--- config.mk ---
export PLATFORM = sky130hd
export DESIGN_NAME = voice_host_pins
export DESIGN_NICKNAME = d
export VERILOG_FILES = /design/src/design/serial_host_shifter.v /design/src/design/voice_host_pins.v
export VERILOG_INCLUDE_DIRS = /design/src /design/src/include
export SDC_FILE = /design/constraint.sdc
export NUM_CORES = 1
export LEC_CHECK = 0
export ABC_CLOCK_PERIOD_IN_PS = 2200
export BUFFER_PORTS_ARGS = -buffer_cell sky130_fd_sc_hd__buf_2
export CAP_MARGIN = 20
export CORE_MARGIN = 2
export CORE_UTILIZATION = 54
export DETAILED_ROUTE_END_ITERATION = 12
export HOLD_SLACK_MARGIN = 0.08
export PLACE_DENSITY = 0.86
export SLEW_MARGIN = 20
export SYNTH_ARGS = -nofsm -noshare
export SYNTH_HDL_FRONTEND = slang
export SYNTH_HIERARCHICAL = 1
export SYNTH_SLANG_ARGS = --single-unit
--- constraint.sdc ---
create_clock -name pclk -period 2.2 [get_ports pclk]
set_input_delay 0.44 -clock pclk [delete_from_list [all_inputs] [get_ports pclk]]
set_output_delay 0.44 -clock pclk [all_outputs]
set_load 0.02 [all_outputs]
--- src/include/voice_host_map.vh ---
// Register offsets, field positions and reset values of the voice host pin block.
// Assumes a 32-bit APB slave with byte addresses, one aligned word per register.
//
// Functional notes
// RULE1: Grant low drives memory address and output enable; grant high floats them.
// RULE2: Host write with select high is a subcommand, low is a command.
// RULE3: Write strobe is ignored completely while chip select is high.
// RULE4: Strap high selects the serial host link, low selects the parallel bus.
// RULE5: Parallel mode: pins take data on write low, show status on read low.
// RULE6: Serial mode: pin seven data in, pin six clock in, pin five status out.
// RULE7: In serial mode the host holds data pin four at ground.
// RULE8: Serial mode shows channel status on pins three to zero, channel four highest.
// RULE9: Status select high shows the ready flag, low shows the active-low busy flag.
// RULE10: Reset low initialises state, halts the oscillator and grounds both audio outputs.
// RULE11: Board holds the four factory test inputs low during operation.
// RULE12: Parallel mode: data pins float whenever the read strobe is inactive.
`ifndef VOICE_HOST_MAP_VH
`define VOICE_HOST_MAP_VH

// ****************************************
// Register offsets
// ****************************************
`define VH_CTRL_OFS        8'h00
`define VH_RX_OFS          8'h04
`define VH_CHAN_OFS        8'h08
`define VH_MEM_OFS         8'h0c
`define VH_AUDIO_OFS       8'h10
`define VH_PIN_OFS         8'h14
`define VH_IRQ_STAT_OFS    8'h18
`define VH_IRQ_EN_OFS      8'h1c
`define VH_IRQ_CLR_OFS     8'h20

// ****************************************
// Field positions
// ****************************************
`define VH_CTRL_OSC_BIT    0
`define VH_RX_SUB_BIT      8
`define VH_RX_VALID_BIT    9
`define VH_CHAN_BUSY_LSB   4
`define VH_MEM_OE_BIT      24
`define VH_AUDIO_R_LSB     16
`define VH_PIN_SERIAL_BIT  8
`define VH_PIN_GRANT_BIT   9
`define VH_PIN_TEST_LSB    10
`define VH_PIN_SPARE_BIT   14
`define VH_IRQ_CMD_BIT     0
`define VH_IRQ_SUB_BIT     1
`define VH_IRQ_OVR_BIT     2
`define VH_IRQ_READ_BIT    3

// ****************************************
// Reset values
// ****************************************
`define VH_CTRL_RST        1'b0
`define VH_CHAN_RST        4'h0
`define VH_MEM_RST         24'h000000
`define VH_IRQ_RST         4'h0
`define VH_SYNC_RST        27'h0000047

`endif

--- src/design/serial_host_shifter.v ---
// Serial host link shifter: takes command bytes in and shifts status out.
// Assumes clock and data pins are already synchronised to clk.
`timescale 1ns/100ps
module serial_host_shifter (
  input  wire       clk,
  input  wire       rst_n,
  input  wire       frame,
  input  wire       sclk,
  input  wire       sdata,
  input  wire [7:0] status,
  output reg        byte_done,
  output reg  [7:0] rx_byte,
  output reg        sout
);

  reg       sclk_prev_q;
  reg [2:0] cnt_q;
  reg [7:0] rx_sh_q;
  reg [7:0] tx_sh_q;
  wire      sclk_rise;
  wire      sclk_fall;

  assign sclk_rise = sclk & ~sclk_prev_q;
  assign sclk_fall = ~sclk & sclk_prev_q;

  // ****************************************
  // Shift registers
  // ****************************************
  // Bits enter on the clock rise, MSB first; status leaves on the fall so it is
  // stable when the host samples on the next rise.
  always @(posedge clk or negedge rst_n) begin
    if (!rst_n) begin
      sclk_prev_q <= 1'b0;
      cnt_q       <= 3'h0;
      rx_sh_q     <= 8'h00;
      tx_sh_q     <= 8'h00;
      rx_byte     <= 8'h00;
      byte_done   <= 1'b0;
      sout        <= 1'b0;
    end else begin
      sclk_prev_q <= sclk;
      byte_done   <= 1'b0;
      if (!frame) begin
        cnt_q   <= 3'h0;
        tx_sh_q <= status;
        sout    <= status[7];
      end else begin
        if (sclk_rise) begin // RULE6
          rx_sh_q <= {rx_sh_q[6:0], sdata};
          cnt_q   <= cnt_q + 3'h1;
          if (cnt_q == 3'h7) begin
            byte_done <= 1'b1;
            rx_byte   <= {rx_sh_q[6:0], sdata};
          end
        end
        if (sclk_fall) begin // RULE6
          tx_sh_q <= {tx_sh_q[6:0], 1'b0};
          sout    <= tx_sh_q[6];
        end
      end
    end
  end

endmodule // serial_host_shifter

--- src/design/voice_host_pins.v ---
// Host and voice memory pin logic of the four channel voice playback device.
// Assumes all host and memory pins are asynchronous to pclk; software on APB
// consumes received bytes and supplies channel status and audio samples.
//
// Register access over APB and the placing of the registers were chosen for this implementation.
`timescale 1ns/100ps
`include "voice_host_map.vh"
module voice_host_pins #(
  parameter ADDR_W  = 24,
  parameter AUDIO_W = 14,
  parameter CH_N    = 4
) (
  input  wire               pclk,
  input  wire               presetn,
  input  wire [7:0]         paddr,
  input  wire               psel,
  input  wire               penable,
  input  wire               pwrite,
  input  wire [31:0]        pwdata,
  output reg  [31:0]        prdata,
  output wire               pready,
  output reg                pslverr,
  output wire               irq,
  input  wire               host_cs_n,
  input  wire               host_wr_n,
  input  wire               host_rd_n,
  input  wire               cmd_sub_sel,
  input  wire               serial_sel,
  input  wire               status_sel,
  input  wire [7:0]         host_data_in,
  output reg  [7:0]         host_data_out,
  output wire [7:0]         host_data_oe,
  input  wire               voice_mem_bus_grant_n,
  output reg  [ADDR_W-1:0]  voice_mem_addr,
  output wire               voice_mem_addr_oe,
  output reg                voice_mem_oe_n,
  output wire               voice_mem_oe_n_oe,
  input  wire [7:0]         voice_mem_rdata,
  input  wire [3:0]         factory_test_in,
  output reg                osc_run,
  output reg  [AUDIO_W-1:0] left_audio_out,
  output reg  [AUDIO_W-1:0] right_audio_out
);

  // ****************************************
  // Pin synchronisers
  // ****************************************
  // Strobes and grant start high in reset: no false edge, memory pins float on release.
  wire [26:0] pins_raw;
  reg  [26:0] sync1_q;
  reg  [26:0] sync2_q;

  assign pins_raw = {voice_mem_rdata, host_data_in, factory_test_in,
                     voice_mem_bus_grant_n, status_sel, serial_sel,
                     cmd_sub_sel, host_rd_n, host_wr_n, host_cs_n};

  always @(posedge pclk or negedge presetn) begin
    if (!presetn) begin
      sync1_q <= `VH_SYNC_RST;
      sync2_q <= `VH_SYNC_RST;
    end else begin
      sync1_q <= pins_raw;
      sync2_q <= sync1_q;
    end
  end

  wire       cs_n_s;
  wire       wr_n_s;
  wire       rd_n_s;
  wire       cmd_s;
  wire       serial_s;
  wire       stsel_s;
  wire       grant_n_s;
  wire [3:0] test_s;
  wire [7:0] din_s;
  wire [7:0] mem_rdata_s;

  assign cs_n_s      = sync2_q[0];
  assign wr_n_s      = sync2_q[1];
  assign rd_n_s      = sync2_q[2];
  assign cmd_s       = sync2_q[3];
  assign serial_s    = sync2_q[4];
  assign stsel_s     = sync2_q[5];
  assign grant_n_s   = sync2_q[6];
  assign test_s      = sync2_q[10:7];
  assign din_s       = sync2_q[18:11];
  assign mem_rdata_s = sync2_q[26:19];

  // ****************************************
  // Software registers
  // ****************************************
  reg              osc_en_q;
  reg [CH_N-1:0]   ready_q;
  reg [CH_N-1:0]   busy_q;
  reg [ADDR_W-1:0] mem_addr_q;
  reg              mem_oe_q;
  reg [AUDIO_W-1:0] audio_l_q;
  reg [AUDIO_W-1:0] audio_r_q;
  reg [3:0]        irq_stat_q;
  reg [3:0]        irq_en_q;
  reg [7:0]        rx_byte_q;
  reg              rx_sub_q;
  reg              rx_valid_q;

  // ****************************************
  // Channel status selection
  // ****************************************
  wire [CH_N-1:0] chan_status;
  wire [7:0]      status_byte;

  assign chan_status = stsel_s ? ready_q : ~busy_q; // RULE9
  assign status_byte = {{(8-CH_N){1'b0}}, chan_status};

  // ****************************************
  // Host write capture
  // ****************************************
  reg        wr_prev_q;
  reg        rd_prev_q;
  wire       par_wr_done;
  wire       ser_byte_done;
  wire [7:0] ser_byte;
  wire       ser_sout;
  wire       ser_frame;
  wire       byte_done;
  wire [7:0] byte_in;
  wire       host_read_start;

  // The byte is taken on the rising write strobe, when parallel data has settled.
  assign par_wr_done = ~serial_s & wr_n_s & ~wr_prev_q & ~cs_n_s; // RULE3 RULE5
  assign ser_frame   = serial_s & ~cs_n_s; // RULE4
  assign byte_done   = serial_s ? ser_byte_done : par_wr_done; // RULE4
  assign byte_in     = serial_s ? ser_byte : din_s;
  assign host_read_start = ~serial_s & ~rd_n_s & rd_prev_q;

  always @(posedge pclk or negedge presetn) begin
    if (!presetn) begin
      wr_prev_q <= 1'b1;
      rd_prev_q <= 1'b1;
    end else begin
      wr_prev_q <= wr_n_s;
      rd_prev_q <= rd_n_s;
    end
  end

  serial_host_shifter u_serial (
    .clk       (pclk),
    .rst_n     (presetn),
    .frame     (ser_frame),
    .sclk      (din_s[6]),
    .sdata     (din_s[7]),
    .status    (status_byte),
    .byte_done (ser_byte_done),
    .rx_byte   (ser_byte),
    .sout      (ser_sout)
  );

  // ****************************************
  // Host data pins
  // ****************************************
  // Pins 7, 6 and 4 stay inputs in serial mode; the host grounds pin 4.
  wire [7:0] ser_oe;
  assign ser_oe       = 8'h2f; // RULE6 RULE8 RULE7
  assign host_data_oe = serial_s ? ser_oe : (rd_n_s ? 8'h00 : 8'hff); // RULE5 RULE12

  always @(posedge pclk or negedge presetn) begin
    if (!presetn) begin
      host_data_out <= 8'h00;
    end else if (serial_s) begin
      host_data_out <= {2'b00, ser_sout, 1'b0, status_byte[3:0]}; // RULE8
    end else begin
      host_data_out <= status_byte; // RULE5
    end
  end

  // ****************************************
  // Voice memory pins
  // ****************************************
  assign voice_mem_addr_oe = ~grant_n_s; // RULE1
  assign voice_mem_oe_n_oe = ~grant_n_s; // RULE1

  always @(posedge pclk or negedge presetn) begin
    if (!presetn) begin
      voice_mem_addr  <= `VH_MEM_RST;
      voice_mem_oe_n  <= 1'b1;
      osc_run         <= 1'b0;
      left_audio_out  <= {AUDIO_W{1'b0}};
      right_audio_out <= {AUDIO_W{1'b0}};
    end else begin
      voice_mem_addr  <= mem_addr_q;
      voice_mem_oe_n  <= ~mem_oe_q;
      osc_run         <= osc_en_q; // RULE10
      left_audio_out  <= audio_l_q;
      right_audio_out <= audio_r_q;
    end
  end

  // ****************************************
  // APB slave
  // ****************************************
  // One wait state lets read data come from a flop instead of the decoder.
  reg         ack_q;
  wire        access;
  wire        wr_en;
  wire        rd_en;
  reg  [31:0] rd_mux;
  reg         mapped;

  assign pready = ack_q;
  assign access = psel & penable & ack_q;
  assign wr_en  = access & pwrite;
  assign rd_en  = access & ~pwrite;

  always @* begin
    rd_mux = 32'h00000000;
    mapped = 1'b1;
    case (paddr)
      `VH_CTRL_OFS: begin
        rd_mux[`VH_CTRL_OSC_BIT] = osc_en_q;
      end
      `VH_RX_OFS: begin
        rd_mux[7:0]              = rx_byte_q;
        rd_mux[`VH_RX_SUB_BIT]   = rx_sub_q;
        rd_mux[`VH_RX_VALID_BIT] = rx_valid_q;
      end
      `VH_CHAN_OFS: begin
        rd_mux[CH_N-1:0] = ready_q;
        rd_mux[`VH_CHAN_BUSY_LSB +: CH_N] = busy_q;
      end
      `VH_MEM_OFS: begin
        rd_mux[ADDR_W-1:0]      = mem_addr_q;
        rd_mux[`VH_MEM_OE_BIT]  = mem_oe_q;
      end
      `VH_AUDIO_OFS: begin
        rd_mux[AUDIO_W-1:0]                  = audio_l_q;
        rd_mux[`VH_AUDIO_R_LSB +: AUDIO_W]   = audio_r_q;
      end
      `VH_PIN_OFS: begin
        rd_mux[7:0]                   = mem_rdata_s;
        rd_mux[`VH_PIN_SERIAL_BIT]    = serial_s;
        rd_mux[`VH_PIN_GRANT_BIT]     = grant_n_s;
        rd_mux[`VH_PIN_TEST_LSB +: 4] = test_s;
        rd_mux[`VH_PIN_SPARE_BIT]     = din_s[4];
      end
      `VH_IRQ_STAT_OFS: begin
        rd_mux[3:0] = irq_stat_q;
      end
      `VH_IRQ_EN_OFS: begin
        rd_mux[3:0] = irq_en_q;
      end
      `VH_IRQ_CLR_OFS: begin
        rd_mux = 32'h00000000;
      end
      default: begin
        mapped = 1'b0;
      end
    endcase
  end

  always @(posedge pclk or negedge presetn) begin
    if (!presetn) begin
      ack_q   <= 1'b0;
      prdata  <= 32'h00000000;
      pslverr <= 1'b0;
    end else begin
      ack_q   <= psel & penable & ~ack_q;
      prdata  <= rd_mux;
      pslverr <= ~mapped;
    end
  end

  // ****************************************
  // Register writes
  // ****************************************
  // Every register returns to its documented idle value, so the oscillator
  // and both audio outputs stay quiet until software enables them.
  always @(posedge pclk or negedge presetn) begin
    if (!presetn) begin
      osc_en_q  <= `VH_CTRL_RST; // RULE10
      ready_q   <= `VH_CHAN_RST;
      busy_q    <= `VH_CHAN_RST;
      mem_addr_q <= `VH_MEM_RST;
      mem_oe_q  <= 1'b0;
      audio_l_q <= {AUDIO_W{1'b0}}; // RULE10
      audio_r_q <= {AUDIO_W{1'b0}}; // RULE10
      irq_en_q  <= `VH_IRQ_RST;
    end else if (wr_en) begin
      case (paddr)
        `VH_CTRL_OFS: begin
          osc_en_q <= pwdata[`VH_CTRL_OSC_BIT];
        end
        `VH_CHAN_OFS: begin
          ready_q <= pwdata[CH_N-1:0];
          busy_q  <= pwdata[`VH_CHAN_BUSY_LSB +: CH_N];
        end
        `VH_MEM_OFS: begin
          mem_addr_q <= pwdata[ADDR_W-1:0];
          mem_oe_q   <= pwdata[`VH_MEM_OE_BIT];
        end
        `VH_AUDIO_OFS: begin
          audio_l_q <= pwdata[AUDIO_W-1:0];
          audio_r_q <= pwdata[`VH_AUDIO_R_LSB +: AUDIO_W];
        end
        `VH_IRQ_EN_OFS: begin
          irq_en_q <= pwdata[3:0];
        end
        default: begin
          osc_en_q <= osc_en_q;
        end
      endcase
    end
  end

  // ****************************************
  // Receive holding register and events
  // ****************************************
  // A new byte beats a same-cycle read pop and stays valid; an unread byte is overwritten and flags overrun.
  wire       rx_pop;
  wire       irq_clr;
  wire [3:0] irq_ev;

  assign rx_pop  = rd_en & (paddr == `VH_RX_OFS);
  assign irq_clr = wr_en & (paddr == `VH_IRQ_CLR_OFS);
  assign irq_ev  = {host_read_start,
                    byte_done & rx_valid_q & ~rx_pop,
                    byte_done & cmd_s,
                    byte_done & ~cmd_s}; // RULE2

  always @(posedge pclk or negedge presetn) begin
    if (!presetn) begin
      rx_byte_q  <= 8'h00;
      rx_sub_q   <= 1'b0;
      rx_valid_q <= 1'b0;
    end else if (byte_done) begin
      rx_byte_q  <= byte_in;
      rx_sub_q   <= cmd_s; // RULE2
      rx_valid_q <= 1'b1;
    end else if (rx_pop) begin
      rx_valid_q <= 1'b0;
    end
  end

  always @(posedge pclk or negedge presetn) begin
    if (!presetn) begin
      irq_stat_q <= `VH_IRQ_RST;
    end else begin
      irq_stat_q <= (irq_stat_q & ~(irq_clr ? pwdata[3:0] : 4'h0)) | irq_ev;
    end
  end

  assign irq = |(irq_stat_q & irq_en_q);

endmodule // voice_host_pins

==> metrics.txt, run 1 <==
# TYPE chip_impl_metric gauge
chip_impl_metric{name="post_synth_edffs",unit=""} 0
chip_impl_metric{name="post-route-worst-setup-slack",unit="ns"} 0.235
chip_impl_metric{name="cp.arrival",unit="ns"} 1.52
chip_impl_metric{name="post-route-cell-area",unit="sq um"} 11400
chip_impl_metric{name="place.detailed.hpwl",unit="mm"} 13.0
chip_impl_info{name="rsz0062_at_grt",value="no"} 1
chip_impl_metric{name="fin_worst_skew",unit="ns"} 0.0120
chip_impl_metric{name="place_area",unit="sq um"} 10300
chip_impl_metric{name="report.final.hold_viol_count",unit=""} 0
chip_impl_metric{name="final_stage_net_count",unit=""} 854
chip_impl_metric{name="drt_wl_total",unit="mm"} 19.5
chip_impl_info{name="hp-start",value="penable"} 1
chip_impl_metric{name="place.detailed.instances",unit=""} 945
chip_impl_metric{name="routed-via-count",unit=""} 5419
chip_impl_metric{name="path_max_fanout",unit=""} 6
chip_impl_metric{name="core_region_area",unit="sq um"} 16500
chip_impl_metric{name="cts_buffers",unit=""} 25
chip_impl_metric{name="clock_sinks",unit=""} 255
chip_impl_info{name="r2r-start",value="pready"} 1
chip_impl_metric{name="grt_max_degree",unit=""} 76
chip_impl_info{name="class_of_the_most_critical_hold_timing_path",value="primary input to flop"} 1
chip_impl_info{name="worst-setup-path-type",value="flop to output port"} 1
chip_impl_metric{name="synth.ff_latch_count",unit=""} 255
chip_impl_info{name="startpoint_type",value="flop"} 1
chip_impl_info{name="yosysTopAreaCell",value="sky130_fd_sc_hd__dfrtp_1"} 1
chip_impl_info{name="synth_flop_cell",value="sky130_fd_sc_hd__dfrtp_1"} 1
chip_impl_metric{name="synthesis.area_per_instance",unit="sq um"} 16.3
chip_impl_metric{name="wire_length_of_the_first_global_routing_pass",unit="mm"} 31.2
chip_impl_metric{name="firstDrtPassIters",unit=""} 5
chip_impl_metric{name="vias_per_cell",unit=""} 5.31
chip_impl_metric{name="die-width",unit="microns"} 134
chip_impl_metric{name="cts_setup_buffers",unit=""} 0
chip_impl_metric{name="ys_warn_count",unit=""} 6
chip_impl_metric{name="htree_num_levels",unit=""} 1
chip_impl_metric{name="clk_latency",unit="ns"} 0.52
chip_impl_metric{name="max_cap_violations",unit=""} 0
chip_impl_info{name="cts_root_buf",value="sky130_fd_sc_hd__clkbuf_16"} 1
chip_impl_info{name="startpoint",value="sync2_q[4]"} 1
chip_impl_metric{name="grt_pass1_vias",unit=""} 5786
chip_impl_metric{name="vdd.ir_drop.worst",unit="V"} 0.000535
chip_impl_metric{name="placement.io_buffers",unit=""} 171
chip_impl_metric{name="post_cts_hold_buffer_count",unit=""} 28
chip_impl_info{name="cp-endpoint",value="host_data_oe[7]"} 1
chip_impl_metric{name="fin_crit",unit="ns"} 1.96
chip_impl_metric{name="clk_pin_slew",unit="ns"} 0.06
chip_impl_info{name="critical_path.endpoint_type",value="output port"} 1
chip_impl_metric{name="routed_wire_length_per_instance",unit="microns"} 19.1
chip_impl_metric{name="initial_utilization",unit=""} 0.552
chip_impl_metric{name="reg2reg_depth",unit=""} 4
chip_impl_metric{name="ys_async_sr_fraction",unit=""} 1.00
chip_impl_metric{name="endpoints_failing_setup",unit=""} 0
chip_impl_metric{name="tns",unit="ns"} 0
chip_impl_metric{name="synthesized_instance_count",unit=""} 559
chip_impl_metric{name="worst_ep_required_time",unit="ns"} 1.76
chip_impl_info{name="result_of_the_run",value="finished clean"} 1
chip_impl_metric{name="p_per_area",unit="nW/um^2"} 849
chip_impl_metric{name="globalplace.congestion",unit=""} 0.911
chip_impl_info{name="tritoncts",value="yes"} 1
chip_impl_metric{name="layout_filler_cell_count",unit=""} 1042
chip_impl_metric{name="clock.fmax",unit="MHz"} 509
chip_impl_metric{name="drt-initial-drc-count",unit=""} 354
chip_impl_metric{name="cell_leakage_power",unit="nW"} 6.01
chip_impl_info{name="synth.area.top_cells",value="sky130_fd_sc_hd__dfrtp_1 67%, sky130_fd_sc_hd__mux2_2 7.8%, sky130_fd_sc_hd__mux2_4 3.3%"} 1
chip_impl_metric{name="cts_max_path_buffers",unit=""} 3
chip_impl_info{name="rr_endpoint",value="audio_r_q[12]"} 1
chip_impl_metric{name="finish.cell_count_without_fillers",unit=""} 1020
chip_impl_metric{name="min_period_over_period",unit=""} 0.893
chip_impl_metric{name="std_cell_rows",unit=""} 47
chip_impl_metric{name="antenna_violating_nets_post_route",unit=""} 0
chip_impl_metric{name="drive_gt1_frac",unit=""} 0.437
chip_impl_metric{name="drt_drc_violations_left",unit=""} 0
chip_impl_metric{name="post-synth-top-area-fraction",unit=""} 0.669
chip_impl_metric{name="area_overhead_of_the_layout_relative_to_synthesis",unit="%"} 25.0
chip_impl_metric{name="post_synth_num_cell_types",unit=""} 51
chip_impl_metric{name="drv_slew",unit=""} 0
chip_impl_metric{name="antenna_found_initial",unit=""} 2
chip_impl_metric{name="cts_repair_resize_count",unit=""} 0
chip_impl_metric{name="ff2ff_setup_slack",unit="ns"} 0.37
chip_impl_metric{name="die-area",unit="sq um"} 17900
chip_impl_metric{name="pre_cts_ws",unit="ns"} 0.229
chip_impl_metric{name="final_core_utilization",unit=""} 0.690
chip_impl_metric{name="io-pin-count",unit=""} 179
chip_impl_metric{name="die-height",unit="microns"} 134
chip_impl_metric{name="syn_area",unit="sq um"} 9120
chip_impl_metric{name="seq_area_frac_synth",unit=""} 0.701
chip_impl_metric{name="grtUsageTotal",unit=""} 0.222
chip_impl_metric{name="grt_overflow",unit=""} 0
[Yosys cell counts (2+ instances only)]
master and instances:
sky130_fd_sc_hd__nor2b_1 5, sky130_fd_sc_hd__nand2b_1 2, sky130_fd_sc_hd__buf_6 5, sky130_fd_sc_hd__a31oi_1 7, sky130_fd_sc_hd__a22oi_1 11, sky130_fd_sc_hd__nand4_1 5, sky130_fd_sc_hd__and2_1 4, sky130_fd_sc_hd__clkbuf_1 6
sky130_fd_sc_hd__o22ai_1 4, sky130_fd_sc_hd__o2bb2ai_1 3, sky130_fd_sc_hd__nand2_1 20, sky130_fd_sc_hd__nor4_4 2, sky130_fd_sc_hd__and3_1 13, sky130_fd_sc_hd__buf_4 15, sky130_fd_sc_hd__nor3_1 3, sky130_fd_sc_hd__dfstp_2 11
sky130_fd_sc_hd__mux2_4 20, sky130_fd_sc_hd__nor2_1 11, sky130_fd_sc_hd__dfrtp_1 244, sky130_fd_sc_hd__buf_2 11, sky130_fd_sc_hd__nor4b_1 2, sky130_fd_sc_hd__ha_1 2, sky130_fd_sc_hd__a221o_1 8, sky130_fd_sc_hd__mux2_1 20
sky130_fd_sc_hd__a22o_1 13, sky130_fd_sc_hd__o21ai_0 3, sky130_fd_sc_hd__nand3_1 6, sky130_fd_sc_hd__mux2i_1 7, sky130_fd_sc_hd__inv_1 8, sky130_fd_sc_hd__mux2_2 63, sky130_fd_sc_hd__mux4_2 5
[where the power goes]
group / internal [W] / switching, W / leakage [nW]
clock: 0.00250 / 0.00172 / 0.417
combinational: 0.000234 / 0.000293 / 2.26
sequential: 0.00484 / 0.0000859 / 3.34
total: 0.00758 / 0.00210 / 6.01
[routing by layer]
layer  GRT usage  vias up  share of wire
met5           0        -              0
met4      0.0656        0          0.022
met3      0.0469       35          0.069
met2       0.380      216           0.50
met1       0.287     2768           0.41
li1            -     2400              -
[critical path, stage by stage (launching register included)]
cell                      delay (ns)
sky130_fd_sc_hd__dfrtp_1        0.46
sky130_fd_sc_hd__nor2_1         0.31
sky130_fd_sc_hd__buf_2          0.24
[cells by family after synthesis]
logic type	after synthesis	synth area share
adder cells (fa/ha/maj)	2	0.00274
AO/OA/AOI/OAI	52	0.0447
multiplexers	115	0.155
buffers and inverters	45	0.0303
flip-flops	255	0.701
XOR/XNOR	1	0.000960
AND/OR/NAND/NOR	88	0.0643
other	1	0.000411
[sequential cells by signal, indices dropped and copies added, names as in the netlist, 14 cells and up]
signal / flops
audio_l_q: 14
audio_r_q: 14
left_audio_out: 14
mem_addr_q: 24
prdata: 30
right_audio_out: 14
sync1_q: 27
sync2_q: 27
voice_mem_addr: 24
[cell usage in the layout, fill, tap and decap left out, types with 3 or more instances in the layout]
| master | count |
|---|---|
| sky130_fd_sc_hd__mux2_2 | 63 |
| sky130_fd_sc_hd__nand4_1 | 5 |
| sky130_fd_sc_hd__clkbuf_1 | 4 |
| sky130_fd_sc_hd__a22o_1 | 13 |
| sky130_fd_sc_hd__o22ai_1 | 4 |
| sky130_fd_sc_hd__a31oi_1 | 7 |
| sky130_fd_sc_hd__o2bb2ai_1 | 3 |
| sky130_fd_sc_hd__and3_1 | 13 |
| sky130_fd_sc_hd__nor2_1 | 11 |
| sky130_fd_sc_hd__dfstp_2 | 11 |
| sky130_fd_sc_hd__clkbuf_8 | 5 |
| sky130_fd_sc_hd__dfrtp_1 | 244 |
| sky130_fd_sc_hd__a221o_1 | 8 |
| sky130_fd_sc_hd__nand2_1 | 20 |
| sky130_fd_sc_hd__dlygate4sd3_1 | 28 |
| sky130_fd_sc_hd__nor2b_1 | 5 |
| sky130_fd_sc_hd__o21ai_0 | 3 |
| sky130_fd_sc_hd__mux4_2 | 5 |
| sky130_fd_sc_hd__mux2i_1 | 7 |
| sky130_fd_sc_hd__mux2_4 | 20 |
| sky130_fd_sc_hd__nand3_1 | 6 |
| sky130_fd_sc_hd__and2_1 | 4 |
| sky130_fd_sc_hd__buf_2 | 170 |
| sky130_fd_sc_hd__nor3_1 | 3 |
| sky130_fd_sc_hd__clkbuf_16 | 25 |
| sky130_fd_sc_hd__mux2_1 | 20 |
| sky130_fd_sc_hd__clkinv_2 | 8 |
| sky130_fd_sc_hd__a22oi_1 | 11 |
| sky130_fd_sc_hd__buf_4 | 19 |
| sky130_fd_sc_hd__buf_12 | 5 |
| sky130_fd_sc_hd__conb_1 | 9 |
| sky130_fd_sc_hd__inv_1 | 8 |
[final cells by class]
class	count	area (sq um)	share of cell area
Sequential cell	255	6390	0.561
Clock buffer	34	709	0.0622
Tap cell	220	275	0.0241
Timing Repair Buffer	223	1390	0.122
Antenna cell	1	2.50	0.000220
Inverter	8	30.0	0.00263
Clock inverter	12	118	0.0103
Multi-Input combinational cell	267	2480	0.218
[through the flow]
| step | hold WS [ns] | power (W) |
|---|---|---|
| after floorplan | 0.144 | 0.00522 |
| after global placement | 0.323 | 0.00547 |
| after detailed placement | 0.328 | 0.00549 |
| after CTS | 0.140 | 0.00973 |
| after global routing | 0.146 | 0.0100 |
| final | 0.152 | 0.00968 |
[how the worst min path moves through the flow]
stage / to / cells after the start
after global routing: mem_addr_q[14] / 2
after floorplan: audio_l_q[0] / 0
after CTS: pready / 3
after detailed placement: prdata[11] / 1
final: pready / 3
after global placement: prdata[11] / 1
Note: power is estimated with default switching activity, not from simulation.
==> inputs of run 2 (changes only) <==
==> constraint.sdc (replaced) <==
create_clock -name pclk -period 2.2 [get_ports pclk]
set_input_delay 0.33 -clock pclk [delete_from_list [all_inputs] [get_ports pclk]]
set_output_delay 0.33 -clock pclk [all_outputs]
set_load 0.02 [all_outputs]
==> run 2 against run 1 <==
  * Fmax up 1.8%
  * Die area did not move
  * Clock power grew 3%
  * Critical path type is now primary input to flop
  * Largest power group unchanged
==> metrics.txt, run 2 (synthesis gave the netlist of run 1 again) <==
# TYPE chip_impl_metric gauge
chip_impl_metric{name="clock.fmax",unit="MHz"} 518
chip_impl_metric{name="clock_sinks",unit=""} 255
chip_impl_metric{name="crit_path_max_incr_delay",unit="ns"} 0.51
chip_impl_metric{name="fin_crit",unit="ns"} 1.93
chip_impl_metric{name="cp.arrival",unit="ns"} 2.31
chip_impl_metric{name="drt_wl_total",unit="mm"} 20.1
chip_impl_metric{name="min_delay_path_depth",unit=""} 2
chip_impl_info{name="tritoncts",value="yes"} 1
chip_impl_metric{name="max_cap_violations",unit=""} 0
chip_impl_metric{name="switching_share",unit=""} 0.212
chip_impl_metric{name="initial_utilization",unit=""} 0.552
chip_impl_metric{name="p_clk_frac",unit=""} 0.442
chip_impl_metric{name="die-height",unit="microns"} 134
chip_impl_info{name="worst-setup-path-type",value="primary input to flop"} 1
chip_impl_metric{name="tns",unit="ns"} 0
chip_impl_metric{name="combinationalPowerShare",unit=""} 0.057
chip_impl_metric{name="power.net_switching",unit="W"} 0.00209
chip_impl_metric{name="endpoints_failing_setup",unit=""} 0
chip_impl_metric{name="htree_num_levels",unit=""} 1
chip_impl_metric{name="p_int",unit="W"} 0.00775
chip_impl_metric{name="clk_pin_slew",unit="ns"} 0.06
chip_impl_metric{name="worst_hold_slack",unit="ns"} 0.0987
chip_impl_metric{name="firstDrtPassIters",unit=""} 4
chip_impl_info{name="rsz0062_at_grt",value="no"} 1
chip_impl_metric{name="antenna_violating_nets_post_route",unit=""} 0
chip_impl_metric{name="cts_max_path_buffers",unit=""} 3
chip_impl_metric{name="reg2reg_depth",unit=""} 4
chip_impl_metric{name="wire_length_of_the_first_global_routing_pass",unit="mm"} 32.3
chip_impl_metric{name="antenna_found_initial",unit=""} 2
chip_impl_metric{name="std_cell_rows",unit=""} 47
chip_impl_metric{name="vdd.ir_drop.worst",unit="V"} 0.000748
chip_impl_metric{name="report.final.hold_viol_count",unit=""} 0
chip_impl_metric{name="area_overhead_of_the_layout_relative_to_synthesis",unit="%"} 27.8
chip_impl_info{name="r2r-start",value="pready"} 1
chip_impl_info{name="critical_path.cell_chain",value="dlygate4sd3_1 > buf_2 > and4_1 > and3_1 > buf_4 > mux2_1"} 1
chip_impl_info{name="timing.hold.worst_endpoint",value="audio_l_q[7]"} 1
chip_impl_info{name="class_of_the_most_critical_hold_timing_path",value="primary input to flop"} 1
chip_impl_metric{name="grtUsageTotal",unit=""} 0.231
chip_impl_metric{name="drv_slew",unit=""} 0
chip_impl_metric{name="fin_worst_skew",unit="ns"} 0.0141
chip_impl_metric{name="number_of_flip_flops_in_the_largest_register",unit=""} 30
chip_impl_metric{name="slew_headroom",unit=""} 0.663
chip_impl_metric{name="global_route.usage.met2",unit=""} 0.402
chip_impl_info{name="hp-start",value="pwdata[7]"} 1
chip_impl_metric{name="clk_latency",unit="ns"} 0.51
chip_impl_info{name="result_of_the_run",value="finished clean"} 1
chip_impl_info{name="critical_path.endpoint_type",value="flop"} 1
chip_impl_info{name="layout.cells.most_common",value="sky130_fd_sc_hd__dfrtp_1"} 1
chip_impl_metric{name="grt_max_degree",unit=""} 66
chip_impl_metric{name="sequential_cell_area",unit="sq um"} 6390
chip_impl_metric{name="max_slew.worst_pin.slew",unit="ns"} 0.504
chip_impl_info{name="rr_endpoint",value="audio_r_q[11]"} 1
chip_impl_metric{name="timing.critical_path.buf_inv",unit=""} 3
chip_impl_metric{name="p_per_area",unit="nW/um^2"} 844
chip_impl_metric{name="min_period_over_period",unit=""} 0.877
chip_impl_metric{name="grt_overflow",unit=""} 0
chip_impl_metric{name="worst_ep_required_time",unit="ns"} 2.58
chip_impl_info{name="critical_path_top_delay_cell",value="sky130_fd_sc_hd__dlygate4sd3_1"} 1
chip_impl_metric{name="global_route.usage.met3",unit=""} 0.0499
chip_impl_metric{name="io-pin-count",unit=""} 179
chip_impl_metric{name="cell_leakage_power",unit="nW"} 6.11
chip_impl_metric{name="placement.io_buffers",unit=""} 171
chip_impl_metric{name="place.detailed.hpwl",unit="mm"} 13.3
chip_impl_metric{name="layout_filler_cell_count",unit=""} 1024
chip_impl_info{name="largest_registers_ranked_by_flip_flop_count",value="prdata: 30 flops, sync1_q: 27 flops, sync2_q: 27 flops"} 1
chip_impl_metric{name="routed_wire_length_per_instance",unit="microns"} 19.2
chip_impl_metric{name="core_region_area",unit="sq um"} 16500
chip_impl_metric{name="cts_buffers",unit=""} 25
chip_impl_metric{name="globalplace.congestion",unit=""} 0.906
chip_impl_metric{name="vias_per_cell",unit=""} 5.31
chip_impl_info{name="busiest_layer",value="met2"} 1
chip_impl_info{name="cts_root_buf",value="sky130_fd_sc_hd__clkbuf_16"} 1
chip_impl_metric{name="routed-via-count",unit=""} 5547
chip_impl_metric{name="seq_power_share",unit=""} 0.501
chip_impl_metric{name="ff2ff_setup_slack",unit="ns"} 0.33
chip_impl_info{name="critical_path.top_delay_family",value="buffers and inverters"} 1
chip_impl_metric{name="grt_pass1_vias",unit=""} 6057
chip_impl_metric{name="area_of_combinational_cells_with_multiple_inputs",unit="sq um"} 2480
chip_impl_metric{name="final_stage_net_count",unit=""} 877
chip_impl_info{name="registers.top_by_ff_count",value="prdata"} 1
chip_impl_metric{name="die-width",unit="microns"} 134
chip_impl_metric{name="grt_use_met1",unit=""} 0.293
chip_impl_metric{name="drt_drc_violations_left",unit=""} 0
chip_impl_metric{name="drt-initial-drc-count",unit=""} 341
chip_impl_info{name="startpoint_type",value="primary input"} 1
chip_impl_info{name="layout.cells.most_common_list",value="244 x sky130_fd_sc_hd__dfrtp_1, 170 x sky130_fd_sc_hd__buf_2, 63 x sky130_fd_sc_hd__mux2_2, 51 x sky130_fd_sc_hd__dlygate4sd3_1, 25 x sky130_fd_sc_hd__clkbuf_16"} 1
chip_impl_metric{name="drive_gt1_frac",unit=""} 0.426
chip_impl_metric{name="die-area",unit="sq um"} 17900
chip_impl_metric{name="path_max_fanout",unit=""} 18
==> run 2: power groups by stage <==
stage          clock network [W]  registers (W)  logic, W
2_1_floorplan                  0        0.00499  0.000234
3_3_place_gp                   0        0.00500  0.000468
3_5_place_dp                   0        0.00501  0.000488
4_1_cts                  0.00443        0.00493  0.000564
5_1_grt                  0.00467        0.00494  0.000617
6_report                 0.00434        0.00493  0.000562
==> run 2: cell type report <==
type	instances	area share
Antenna cell	2	0.000429
Clock buffer	34	0.0617
Clock inverter	12	0.0123
Inverter	8	0.00258
Multi-Input combinational cell	267	0.213
Sequential cell	255	0.549
Tap cell	220	0.0236
Timing Repair Buffer	246	0.138
==> run 2: worst max path at each step <==
stage,slack (ns),from,cells past startpoint,to
6_report,0.27,psel,6,audio_r_q[11]
5_1_grt,0.17,psel,6,audio_r_q[11]
4_1_cts,0.28,psel,6,audio_r_q[11]
3_5_place_dp,0.31,penable,5,audio_r_q[8]
3_3_place_gp,0.35,psel,5,audio_r_q[2]
2_1_floorplan,0.40,paddr[2],6,audio_l_q[0]
==> run 2: metal layers <==
metal  routed length [microns]  share of wire  vias up
met2                     10200           0.51      206
met5                        13        0.00065        -
met3                      1330          0.066       38
li1                          -              -     2456
met1                      8060           0.40     2845
met4                       427          0.021        2
==> run 2: per-stage QoR <==
| step | power [W] | util | instances | worst slack (ns) | area, sq um |
|---|---|---|---|---|---|
| 3_3_place_gp | 0.00547 | 0.622 | 945 | 0.347 | 10300 |
| 2_1_floorplan | 0.00522 | - | 567 | 0.398 | 9150 |
| 4_1_cts | 0.00992 | 0.705 | 1042 | 0.285 | 11600 |
| 5_1_grt | 0.0102 | 0.705 | 1042 | 0.173 | 11600 |
| 6_report | 0.00984 | 0.705 | 1044 | 0.270 | 11700 |
| 3_5_place_dp | 0.00550 | 0.622 | 945 | 0.309 | 10300 |
==> run 2: timing repair <==
| action | CTS | global route |
|---|---|---|
| setup buffers | 0 | 0 |
| resized for setup | 0 | 0 |
| hold buffers | 51 | 0 |
| hold endpoints to repair | 121 | 0 |
==> run 2: worst register-to-register path: cells and delay by family (launching register included) <==
kind          cells  cell delay [ns]
buf+inv           1             0.30
flops             1             0.38
mux               1             0.38
simple gates      2             0.68
==> inputs of run 3 (changes only) <==
--- a/config.mk
+++ b/config.mk
@@ -10,12 +10,11 @@
 export BUFFER_PORTS_ARGS = -buffer_cell sky130_fd_sc_hd__buf_2
 export CAP_MARGIN = 20
 export CORE_MARGIN = 2
-export CORE_UTILIZATION = 54
+export CORE_UTILIZATION = 50
 export DETAILED_ROUTE_END_ITERATION = 12
 export HOLD_SLACK_MARGIN = 0.08
-export PLACE_DENSITY = 0.86
+export PLACE_DENSITY = 0.82
 export SLEW_MARGIN = 20
 export SYNTH_ARGS = -nofsm -noshare
 export SYNTH_HDL_FRONTEND = slang
-export SYNTH_HIERARCHICAL = 1
 export SYNTH_SLANG_ARGS = --single-unit
==> run 3 against run 2 <==
  * Largest cell class unchanged
  * Fmax fell by 3.0%
  * Clock-buffer cell count is 7 higher
  * Synthesized cell count up 2.5%
  * Critical endpoint is now host_data_oe[7]
  * Register-to-register slack gained 0.10 ns
  * Sequential cell count did not move
  * Worst setup slack worse by 0.059 ns
  * Core utilization fell by 4.4 points
  * Clock power shrank 4%
  * Sequential power is essentially flat
  * Highest routed layer is now met4
  * Die area grew 5.4%
  * Via count is 3.1% lower
==> metrics.txt, run 3 <==
# TYPE chip_impl_metric gauge
chip_impl_metric{name="max_cap_violations",unit=""} 0
chip_impl_metric{name="clock_sinks",unit=""} 255
chip_impl_info{name="cts_root_buf",value="sky130_fd_sc_hd__clkbuf_16"} 1
chip_impl_metric{name="synthesized_instance_count",unit=""} 573
chip_impl_info{name="busiest_layer",value="met2"} 1
chip_impl_metric{name="area_overhead_of_the_layout_relative_to_synthesis",unit="%"} 28.7
chip_impl_metric{name="fin_worst_skew",unit="ns"} 0.00873
chip_impl_info{name="synth_flop_cell",value="sky130_fd_sc_hd__dfrtp_1"} 1
chip_impl_metric{name="path_max_fanout",unit=""} 12
chip_impl_metric{name="final_stage_net_count",unit=""} 891
chip_impl_metric{name="grt_pass1_vias",unit=""} 5478
chip_impl_metric{name="core_region_area",unit="sq um"} 17400
chip_impl_metric{name="slew_headroom",unit=""} 0.645
chip_impl_info{name="result_of_the_run",value="finished clean"} 1
chip_impl_metric{name="routed-via-count",unit=""} 5375
chip_impl_metric{name="globalplace.congestion",unit=""} 0.820
chip_impl_metric{name="die-height",unit="microns"} 138
chip_impl_metric{name="drt_wl_total",unit="mm"} 19.0
chip_impl_info{name="critical_path_top_delay_cell",value="sky130_fd_sc_hd__dfrtp_1"} 1
chip_impl_metric{name="ys_async_sr_fraction",unit=""} 1.00
chip_impl_metric{name="synthesis.area_per_instance",unit="sq um"} 15.6
chip_impl_info{name="rr_endpoint",value="mem_addr_q[9]"} 1
chip_impl_metric{name="place.detailed.hpwl",unit="mm"} 12.6
chip_impl_metric{name="number_of_flip_flops_in_the_largest_register",unit=""} 30
chip_impl_metric{name="min_delay_path_depth",unit=""} 2
chip_impl_metric{name="clk_pin_slew",unit="ns"} 0.06
chip_impl_info{name="r2r-start",value="pready"} 1
chip_impl_metric{name="grtUsageTotal",unit=""} 0.201
chip_impl_metric{name="cts_max_path_buffers",unit=""} 3
chip_impl_info{name="worst-setup-path-type",value="flop to output port"} 1
chip_impl_metric{name="layout_filler_cell_count",unit=""} 1215
chip_impl_metric{name="grt_use_met1",unit=""} 0.255
chip_impl_metric{name="seq_power_share",unit=""} 0.512
chip_impl_metric{name="post-route-worst-setup-slack",unit="ns"} 0.210
chip_impl_info{name="yosysTopAreaCell",value="sky130_fd_sc_hd__dfrtp_1"} 1
chip_impl_metric{name="synth.ff_latch_count",unit=""} 255
chip_impl_metric{name="syn_area",unit="sq um"} 8910
chip_impl_metric{name="placement.io_buffers",unit=""} 171
chip_impl_metric{name="p_int",unit="W"} 0.00758
chip_impl_metric{name="drt_drc_violations_left",unit=""} 0
chip_impl_metric{name="endpoints_failing_setup",unit=""} 0
chip_impl_metric{name="tns",unit="ns"} 0
chip_impl_info{name="startpoint_type",value="flop"} 1
chip_impl_metric{name="min_period_over_period",unit=""} 0.904
chip_impl_metric{name="combinationalPowerShare",unit=""} 0.055
chip_impl_metric{name="p_clk_frac",unit=""} 0.433
chip_impl_metric{name="power.net_switching",unit="W"} 0.00202
chip_impl_metric{name="drive_gt1_frac",unit=""} 0.394
chip_impl_metric{name="p_per_area",unit="nW/um^2"} 836
chip_impl_metric{name="place_area",unit="sq um"} 10100
chip_impl_metric{name="die-area",unit="sq um"} 18900
chip_impl_metric{name="post_synth_num_cell_types",unit=""} 50
chip_impl_metric{name="firstDrtPassIters",unit=""} 4
chip_impl_info{name="timing.hold.worst_endpoint",value="audio_r_q[4]"} 1
chip_impl_info{name="layout.cells.most_common",value="sky130_fd_sc_hd__dfrtp_1"} 1
chip_impl_metric{name="cp.arrival",unit="ns"} 1.66
chip_impl_metric{name="final_core_utilization",unit=""} 0.661
chip_impl_metric{name="post-synth-top-area-fraction",unit=""} 0.685
chip_impl_metric{name="clk_latency",unit="ns"} 0.51
chip_impl_info{name="hp-start",value="pwdata[20]"} 1
chip_impl_metric{name="initial_utilization",unit=""} 0.514
chip_impl_metric{name="cts_buffers",unit=""} 25
chip_impl_info{name="synth_top_cells_by_count",value="244 x sky130_fd_sc_hd__dfrtp_1, 80 x sky130_fd_sc_hd__mux2_2, 38 x sky130_fd_sc_hd__nand2_1"} 1
chip_impl_metric{name="cell_leakage_power",unit="nW"} 5.96
chip_impl_info{name="post-synth-top-count-cell",value="sky130_fd_sc_hd__dfrtp_1"} 1
chip_impl_metric{name="report.final.hold_viol_count",unit=""} 0
chip_impl_metric{name="antenna_found_initial",unit=""} 0
chip_impl_info{name="critical_path.cell_chain",value="buf_4 > nor2_1 > buf_2"} 1
chip_impl_metric{name="vias_per_cell",unit=""} 5.07
chip_impl_metric{name="grt_max_degree",unit=""} 56
chip_impl_metric{name="crit_path_max_incr_delay",unit="ns"} 0.41
chip_impl_metric{name="ys_warn_count",unit=""} 0
chip_impl_metric{name="io-pin-count",unit=""} 179
chip_impl_metric{name="routed_wire_length_per_instance",unit="microns"} 17.9
chip_impl_metric{name="worst_ep_required_time",unit="ns"} 1.87
chip_impl_metric{name="finish.cell_count_without_fillers",unit=""} 1060
chip_impl_metric{name="drt-initial-drc-count",unit=""} 233
chip_impl_metric{name="max_slew.worst_pin.slew",unit="ns"} 0.531
chip_impl_info{name="synth.area.top_cells",value="sky130_fd_sc_hd__dfrtp_1 69%, sky130_fd_sc_hd__mux2_2 10%, sky130_fd_sc_hd__mux2i_1 3.4%"} 1
chip_impl_metric{name="antennaDiodeCount",unit=""} 0
chip_impl_metric{name="pre_cts_ws",unit="ns"} 0.239
chip_impl_metric{name="place.detailed.instances",unit=""} 962
chip_impl_metric{name="clock.fmax",unit="MHz"} 503
chip_impl_info{name="registers.top_by_ff_count",value="prdata"} 1
chip_impl_metric{name="vdd.ir_drop.worst",unit="V"} 0.000786
chip_impl_metric{name="drv_slew",unit=""} 0
chip_impl_info{name="class_of_the_most_critical_hold_timing_path",value="primary input to flop"} 1
chip_impl_info{name="layout.cells.most_common_list",value="244 x sky130_fd_sc_hd__dfrtp_1, 170 x sky130_fd_sc_hd__buf_2, 80 x sky130_fd_sc_hd__mux2_2, 53 x sky130_fd_sc_hd__dlygate4sd3_1, 38 x sky130_fd_sc_hd__nand2_1"} 1
chip_impl_metric{name="global_route.usage.met3",unit=""} 0.0397
chip_impl_metric{name="wire_length_of_the_first_global_routing_pass",unit="mm"} 29.0
chip_impl_metric{name="seq_area_frac_synth",unit=""} 0.717
chip_impl_info{name="rsz0062_at_grt",value="no"} 1
chip_impl_metric{name="ff2ff_setup_slack",unit="ns"} 0.43
chip_impl_metric{name="antenna_violating_nets_post_route",unit=""} 0
chip_impl_info{name="critical_path.endpoint_type",value="output port"} 1
chip_impl_metric{name="fin_crit",unit="ns"} 1.99
chip_impl_metric{name="htree_num_levels",unit=""} 1
chip_impl_metric{name="post_synth_edffs",unit=""} 0
chip_impl_metric{name="std_cell_rows",unit=""} 48
chip_impl_metric{name="switching_share",unit=""} 0.210
chip_impl_metric{name="global_route.usage.met2",unit=""} 0.355
chip_impl_metric{name="post-route-cell-area",unit="sq um"} 11500
chip_impl_info{name="largest_registers_ranked_by_flip_flop_count",value="prdata: 30 flops, sync1_q: 27 flops, sync2_q: 27 flops"} 1
chip_impl_metric{name="grt_overflow",unit=""} 0
chip_impl_metric{name="die-width",unit="microns"} 138
chip_impl_metric{name="reg2reg_depth",unit=""} 5
chip_impl_info{name="tritoncts",value="yes"} 1
## run 3: final cells by class
cell class | count | area [sq um] | area share
well taps | 225 | 282 | 0.0245
multi-input cells | 282 | 2320 | 0.202
clock inverters | 4 | 70.1 | 0.00611
repair buffers | 245 | 1640 | 0.143
inverters | 8 | 30.0 | 0.00262
flip-flops and latches | 255 | 6390 | 0.557
clock buffers | 41 | 736 | 0.0641
## run 3: logic make-up after synthesis
logic type / count (synthesis) / synth area share
flops: 255 / 0.717
mux: 116 / 0.146
simple gates: 98 / 0.0587
compound gates: 60 / 0.0484
buf+inv: 40 / 0.0251
fa+ha+maj: 2 / 0.00281
other cells: 1 / 0.000421
xor+xnor: 1 / 0.000983
## run 3: worst max-delay path: cells and delay by family, from the launching register on
kind,cells,cell delay (ns)
buf+inv,2,0.45
flops,1,0.41
simple gates,1,0.29
## run 3: worst max-delay path by stage
stage,from,end,slack (ns)
floorplan,pready,mem_addr_q[10],0.34
global placement,paddr[5],mem_addr_q[5],0.29
detailed placement,paddr[5],mem_addr_q[19],0.24
CTS,sync2_q[4],host_data_oe[7],0.16
global route,sync2_q[4],host_data_oe[7],0.11
finish,sync2_q[4],host_data_oe[7],0.21
## run 3: power by group through the flow
stage | registers (W) | logic (W) | clock network, W
floorplan | 0.00498 | 0.000210 | 0
global placement | 0.00499 | 0.000447 | 0
detailed placement | 0.00500 | 0.000457 | 0
CTS | 0.00492 | 0.000533 | 0.00424
global route | 0.00493 | 0.000584 | 0.00444
finish | 0.00492 | 0.000526 | 0.00416
## run 3: per-stage QoR
stage               hold slack [ns]  power [W]
floorplan                    0.0344    0.00519
global placement              0.282    0.00544
detailed placement            0.285    0.00546
CTS                          0.0849    0.00969
global route                 0.0841    0.00995
finish                       0.0980    0.00960
## run 3: per-layer routing
layer  up-vias  routed length (microns)
met5         -                        0
met4         0                      369
met3        38                     1070
met2       178                     9590
met1      2695                     7930
li1       2464                        -
## run 3: timing repair
| item | in CTS | in global routing |
|---|---|---|
| setup endpoints to repair | 0 | 0 |
| buffers inserted | 0 | 0 |
| hold buffers | 53 | 0 |
| endpoints found under the hold margin | 111 | 0 |
| gates resized for setup | 0 | 0 |
